[src/pci_status_pkg.sv]
// constants for the pci bus-event status register
package pci_status_pkg;
    // configuration offset and width
    localparam logic [7:0] status_offset = 8'h06;
    localparam int status_width = 16;
    // bit positions of the event flags
    localparam int parity_error_seen_bit = 15;
    localparam int system_error_signalled_bit = 14;
    localparam int master_abort_received_bit = 13;
    localparam int target_abort_received_bit = 12;
    localparam int target_abort_signalled_bit = 11;
    localparam int master_parity_error_flag_bit = 8;
    // bit positions of the fixed fields
    localparam int decode_speed_lsb = 9;
    localparam int back_to_back_capable_bit = 7;
    localparam int high_freq_capable_bit = 5;
    localparam int capability_list_present_bit = 4;
    // number of sticky event flags and their index in the flag bank
    localparam int num_flags = 6;
    localparam int idx_master_parity_error_flag = 0;
    localparam int idx_sta = 1;
    localparam int idx_rta = 2;
    localparam int idx_rma = 3;
    localparam int idx_sse = 4;
    localparam int idx_dpe = 5;
    // decode speed encodings, 2'h3 is never reported
    typedef enum logic [1:0] {
        speed_fast = 2'h0,
        speed_medium = 2'h1,
        speed_slow = 2'h2
    } decode_speed_t;
    // fixed capability values
    localparam decode_speed_t decode_speed_field = speed_medium;
    localparam logic back_to_back_capable = 1'h0;
    localparam logic high_freq_capable = 1'h0;
    localparam logic capability_list_present = 1'h1;
    // whole-register reset value: medium speed and capability list
    localparam logic [15:0] status_reset = 16'h0210;
    // read data for a non-matching offset
    localparam logic [15:0] rdata_idle = 16'h0000;
endpackage

[src/event_flag_bank.sv]
// bank of sticky event flags, set by pulses, cleared only by reset
module event_flag_bank #(
    parameter int n = 6
) (
    // clock, reset, enable
    input wire logic i_clk,
    input wire logic i_rst_n,
    input wire logic i_ce,
    // set pulses
    input wire logic [n-1:0] i_set,
    // flag levels
    output logic [n-1:0] o_flag
);
    // one flop per flag
    genvar g;
    generate
        for (g = 0; g < n; g++) begin : g_flag
            // sticky: once set only reset clears it
            always_ff @(posedge i_clk or negedge i_rst_n) begin
                if (!i_rst_n) begin
                    o_flag[g] <= 1'h0;
                end else if (i_ce && i_set[g]) begin
                    o_flag[g] <= 1'h1;
                end
            end
        end
    endgenerate
endmodule

[src/pci_config_status_register.sv]
// pci configuration status register with sticky bus-event flags
// Functional notes
// 16-bit read-only register at offset 06h
// bit 15 sets on any parity error
// bit 14 sets whenever system error driven
// bit 13 master abort, special cycles excluded
// bit 12 sets on received target abort
// bit 11 sets when target abort signalled
// decode speed 00 fast, 01 medium, 10 slow
// bits 10:9 slowest speed, reset medium
// bit 8 needs master, perr, parity response
// bit 7 reads zero, no back-to-back
// bit 5 reads zero, 33 MHz only
// bit 4 reads one, capability list present
// flags reset zero, reserved bits read zero
// configuration writes change no bit
module pci_config_status_register (
    // clock, reset, enable
    input wire logic i_clk,
    input wire logic i_rst_n,
    input wire logic i_ce,
    // configuration access from the bus target logic
    input wire logic i_cfg_rd,
    input wire logic i_cfg_wr,
    input wire logic [7:0] i_cfg_addr,
    input wire logic [15:0] i_cfg_wdata,
    // bus events from the pci core, one-cycle pulses
    input wire logic i_parity_error_detected,
    input wire logic i_system_error_driven,
    input wire logic i_master_abort,
    input wire logic i_special_cycle,
    input wire logic i_target_abort_received,
    input wire logic i_target_abort_signalled,
    input wire logic i_master_active,
    input wire logic i_perr_driven_on_read,
    input wire logic i_perr_seen_on_write,
    // command register parity response bit
    input wire logic i_parity_response_enable,
    // read answer
    output logic [15:0] o_cfg_rdata,
    output logic o_cfg_rvalid
);
    // flag set conditions
    logic [pci_status_pkg::num_flags-1:0] set_vec;
    logic [pci_status_pkg::num_flags-1:0] flag;
    // assembled register word
    logic [15:0] status_word;
    // offset decode
    wire addr_hit = (i_cfg_addr == pci_status_pkg::status_offset);
    wire rd_hit = i_cfg_rd && addr_hit;
    // master data parity: all three conditions together
    wire master_parity_error_flag_cond = i_master_active && (i_perr_driven_on_read || i_perr_seen_on_write)
        && i_parity_response_enable;
    // master abort only for non special-cycle transactions
    wire rma_cond = i_master_abort && !i_special_cycle;

    // set vector in flag-bank order
    assign set_vec[pci_status_pkg::idx_dpe] = i_parity_error_detected;
    assign set_vec[pci_status_pkg::idx_sse] = i_system_error_driven;
    assign set_vec[pci_status_pkg::idx_rma] = rma_cond;
    assign set_vec[pci_status_pkg::idx_rta] = i_target_abort_received;
    assign set_vec[pci_status_pkg::idx_sta] = i_target_abort_signalled;
    assign set_vec[pci_status_pkg::idx_master_parity_error_flag] = master_parity_error_flag_cond;

    // sticky flags; no write path reaches them
    event_flag_bank #(
        .n(pci_status_pkg::num_flags)
    ) u_flags (
        .i_clk(i_clk),
        .i_rst_n(i_rst_n),
        .i_ce(i_ce),
        .i_set(set_vec),
        .o_flag(flag)
    );

    // word assembly: flags, fixed fields, reserved zeros
    always_comb begin
        status_word = 16'h0000;
        status_word[pci_status_pkg::parity_error_seen_bit] = flag[pci_status_pkg::idx_dpe];
        status_word[pci_status_pkg::system_error_signalled_bit] = flag[pci_status_pkg::idx_sse];
        status_word[pci_status_pkg::master_abort_received_bit] = flag[pci_status_pkg::idx_rma];
        status_word[pci_status_pkg::target_abort_received_bit] = flag[pci_status_pkg::idx_rta];
        status_word[pci_status_pkg::target_abort_signalled_bit] = flag[pci_status_pkg::idx_sta];
        status_word[pci_status_pkg::master_parity_error_flag_bit] =
            flag[pci_status_pkg::idx_master_parity_error_flag];
        // decode speed field, medium and never 2'h3
        status_word[pci_status_pkg::decode_speed_lsb +: 2] =
            pci_status_pkg::decode_speed_field;
        status_word[pci_status_pkg::back_to_back_capable_bit] =
            pci_status_pkg::back_to_back_capable;
        status_word[pci_status_pkg::high_freq_capable_bit] =
            pci_status_pkg::high_freq_capable;
        status_word[pci_status_pkg::capability_list_present_bit] =
            pci_status_pkg::capability_list_present;
    end

    // read answer, one cycle after the request; writes are ignored
    always_ff @(posedge i_clk or negedge i_rst_n) begin
        if (!i_rst_n) begin
            o_cfg_rdata <= pci_status_pkg::rdata_idle;
            o_cfg_rvalid <= 1'h0;
        end else if (i_ce) begin
            o_cfg_rvalid <= rd_hit;
            o_cfg_rdata <= rd_hit ? status_word : pci_status_pkg::rdata_idle;
        end
    end
endmodule

[config.mk]
export PLATFORM = sky130hd
export DESIGN_NAME = pci_config_status_register
export DESIGN_NICKNAME = d
export VERILOG_FILES = /design/src/pci_status_pkg.sv /design/src/event_flag_bank.sv /design/src/pci_config_status_register.sv
export SDC_FILE = /design/constraint.sdc
export NUM_CORES = 1
export LEC_CHECK = 0
export ABC_AREA = 1
export BUFFER_PORTS_ARGS = -buffer_cell sky130_fd_sc_hd__buf_2
export CORE_MARGIN = 2
export CORE_UTILIZATION = 30
export DETAILED_ROUTE_END_ITERATION = 12
export PLACE_DENSITY = 0.66
export RECOVER_POWER = 100
export SYNTH_ARGS = -nofsm -noshare
export SYNTH_HDL_FRONTEND = slang
export SYNTH_SLANG_ARGS = --single-unit
[constraint.sdc]
create_clock -name i_clk -period 0.9 [get_ports i_clk]
set_input_delay 0.09 -clock i_clk [delete_from_list [all_inputs] [get_ports i_clk]]
set_output_delay 0.09 -clock i_clk [all_outputs]
set_load 0.05 [all_outputs]
==> results.cfg <==
[global_route]
via_count_of_the_first_global_routing_pass = 505
overall_global_routing_usage_pct = 12.00
gr-total-overflow = 0
antenna_found_initial = 0
grt_pass1_wl_um = 2180
largest_net_degree_at_the_start_of_global_routing = 14

[routing]
drc = 0
drt-initial-drc-count = 7
dr.pass1.iters = 4
vias = 540
vias_per_cell = 4.186
detail_route.wl_per_cell_um = 10.62
overall_routed_net_length_um = 1370
route.antenna.remaining_nets = 0

[cells_and_area]
num-fill-cells = 205
areaGrowthSynthToFinish_pct = 44.22
drive_gt1_share_pct = 50.98
final_area_um2 = 905.9
mostFrequentLayoutCells = sky130_fd_sc_hd__buf_2, sky130_fd_sc_hd__nand2_1, sky130_fd_sc_hd__dfrtp_1, sky130_fd_sc_hd__buf_6, sky130_fd_sc_hd__conb_1
nets = 142
final_common_cell = sky130_fd_sc_hd__buf_2
insertedDiodeCount = 0

[run_status]
violations = setup timing
outcome = finished with violations

[synth]
post_synth_num_cell_types = 16
yosysSeqAreaShare_pct = 51.79
synth_area_um2 = 628.1
synth_seq_cells = 13
syn_inst = 63
yosys_warnings = 0
postSynthAreaPerCell_um2 = 9.970

[die]
fp-row-count = 16
floorplan.io_pins = 56
die-width_um = 49.76
floorplan.die.height_um = 49.76
initial_cell_density_of_the_core_pct = 32.02
core-area_um2 = 1962
floorplan.die_area_um2 = 2476

[pwr]
vdd.ir_drop.worst_mv = 0.9659
power-per-cell-area_nw_per_um2 = 1242
fin_total_pwr_mw = 1.125
power.leakage_nw = 0.4879

[clocking]
cts_max_level = 1
tritoncts.num_buffers = 3
ctsRootBufferMaster = sky130_fd_sc_hd__clkbuf_4
clock_sinks = 13
clk_pin_slew_worst_paths_ns = 0.09
tritoncts = built
clk_latency_ns = 0.28
clockBufferDepth = 2

[critical_path]
setup.worst_path.start_class = flip-flop
crit_family = flip-flops
crit_slowest_cell = sky130_fd_sc_hd__dfrtp_2
path_max_fanout = 4
slowest_delay_ns = 0.44
critical_path_class = reg2out
critPathRequiredTime_ns = 0.81
critical_path.cell_chain = buf_6
timing.critical_path.buf_inv = 1
endpoint_kind = output port
worst_ep_arrival_ns = 0.87

[timing]
fin_ws_ns = -0.06483
rsz0062_at_grt = yes
final_hold_viol_count = 0
setup-violations-final = 9
clock_skew_ns = 0.0001352
fmax_mhz = 1036
slew_violations = 0
holdWs_ns = 0.009348
finalCritPeriodShare_pct = 107.2
finalWorstPathRequiredPeriod_ns = 0.9648

[place]
routability_congestion_estimate = 0.6505
placement.io_buffers = 30
dpl-instance-area_um2 = 764.5
detailed_place_hpwl_um = 965.7

[job]
maxCapViolCount = 0

[hold_path]
hp-class = in2reg
==> cell families after synthesis <==
| logic type | after synthesis | synth area share, % |
|---|---|---|
| and+or+nand+nor | 31 | 26.50 |
| DFF | 13 | 51.79 |
| buffers and inverters | 12 | 13.15 |
| AOI/OAI and AO/OA | 6 | 7.968 |
| other | 1 | 0.5970 |
==> synthesized netlist by cell type, drive strengths merged <==
cell / number / share of area (%)
conb: 1 / 0.60
a21o: 5 / 6.8
inv: 2 / 1.2
dfrtp: 13 / 52
nor3: 1 / 2.6
nand3: 7 / 5.6
or2: 1 / 1.0
buf: 10 / 12
nand2: 18 / 11
nor2: 4 / 6.2
o21bai: 1 / 1.2
==> what timing repair did <==
action | 4_1_cts | 5_1_grt
hold buffers | 1 | 0
hold endpoints to repair | 13 | 0
setup buffers | 5 | 2
resized for setup | 18 | 0
pin swaps | 0 | 0
setup endpoints to repair | 9 | 9
==> flip-flops by register name (all words and copies together) (netlist names) <==
| name | cells |
|---|---|
| u_flags.o_flag | 6 |
| o_cfg_rdata | 7 |
==> path summary, 6_finish.rpt <==
check | start | to | slack (ns) | cells past startpoint
setup / recovery | o_cfg_rdata[9] | o_cfg_rdata[4] | -0.06 | 1
hold / removal | i_target_abort_received | u_flags.o_flag[2] | 0.009 | 2
setup reg to reg | o_cfg_rdata[8] | o_cfg_rdata[8] | 0.04 | 4
hold reg to reg | u_flags.o_flag[5] | u_flags.o_flag[5] | 0.46 | 1
max in group asynchronous | i_rst_n | o_cfg_rdata[9] | 0.40 | 2
min in group asynchronous | i_rst_n | u_flags.o_flag[1] | 0.22 | 2
==> where the power goes <==
| part | total [mW] | switching, mW | internal, mW | leakage [nW] |
|---|---|---|---|---|
| clock network | 0.362 | 0.197 | 0.165 | 0.0177 |
| registers | 0.586 | 0.000955 | 0.585 | 0.149 |
| logic | 0.178 | 0.129 | 0.0487 | 0.322 |
| total | 1.13 | 0.327 | 0.799 | 0.488 |
==> metrics by stage <==
stage | TNS, ns | util [%] | setup WS, ns | instances
final | -0.3446 | 46.17 | -0.06483 | 129
after global routing | -0.6589 | 46.17 | -0.09707 | 129
after CTS | -0.4051 | 45.66 | -0.07206 | 127
after detailed placement | -0.08398 | 38.97 | -0.02003 | 117
after global placement | 0 | 38.97 | 0.002682 | 117
after floorplan | 0 | - | 0.04361 | 70
==> routing by layer <==
layer  GRT usage, %  up-vias  routed length [um]
met5              0        -                   0
met4          3.704        0                   8
met3          5.455        3                 126
met2          21.33       31                 745
met1          12.50      246                 489
li1               -      260                   -
==> area by class of cell <==
class                   count  area (um2)  area share [%]
clock buffers               3       22.52           2.486
clock inverters             1       5.005          0.5525
inverters                   2       7.507          0.8287
multi-input cells          45       241.5           26.66
flip-flops and latches     13       326.6           36.05
well taps                  27       33.78           3.729
repair buffers             38       269.0           29.70
No activity file was read; power rests on OpenSTA's default activity.
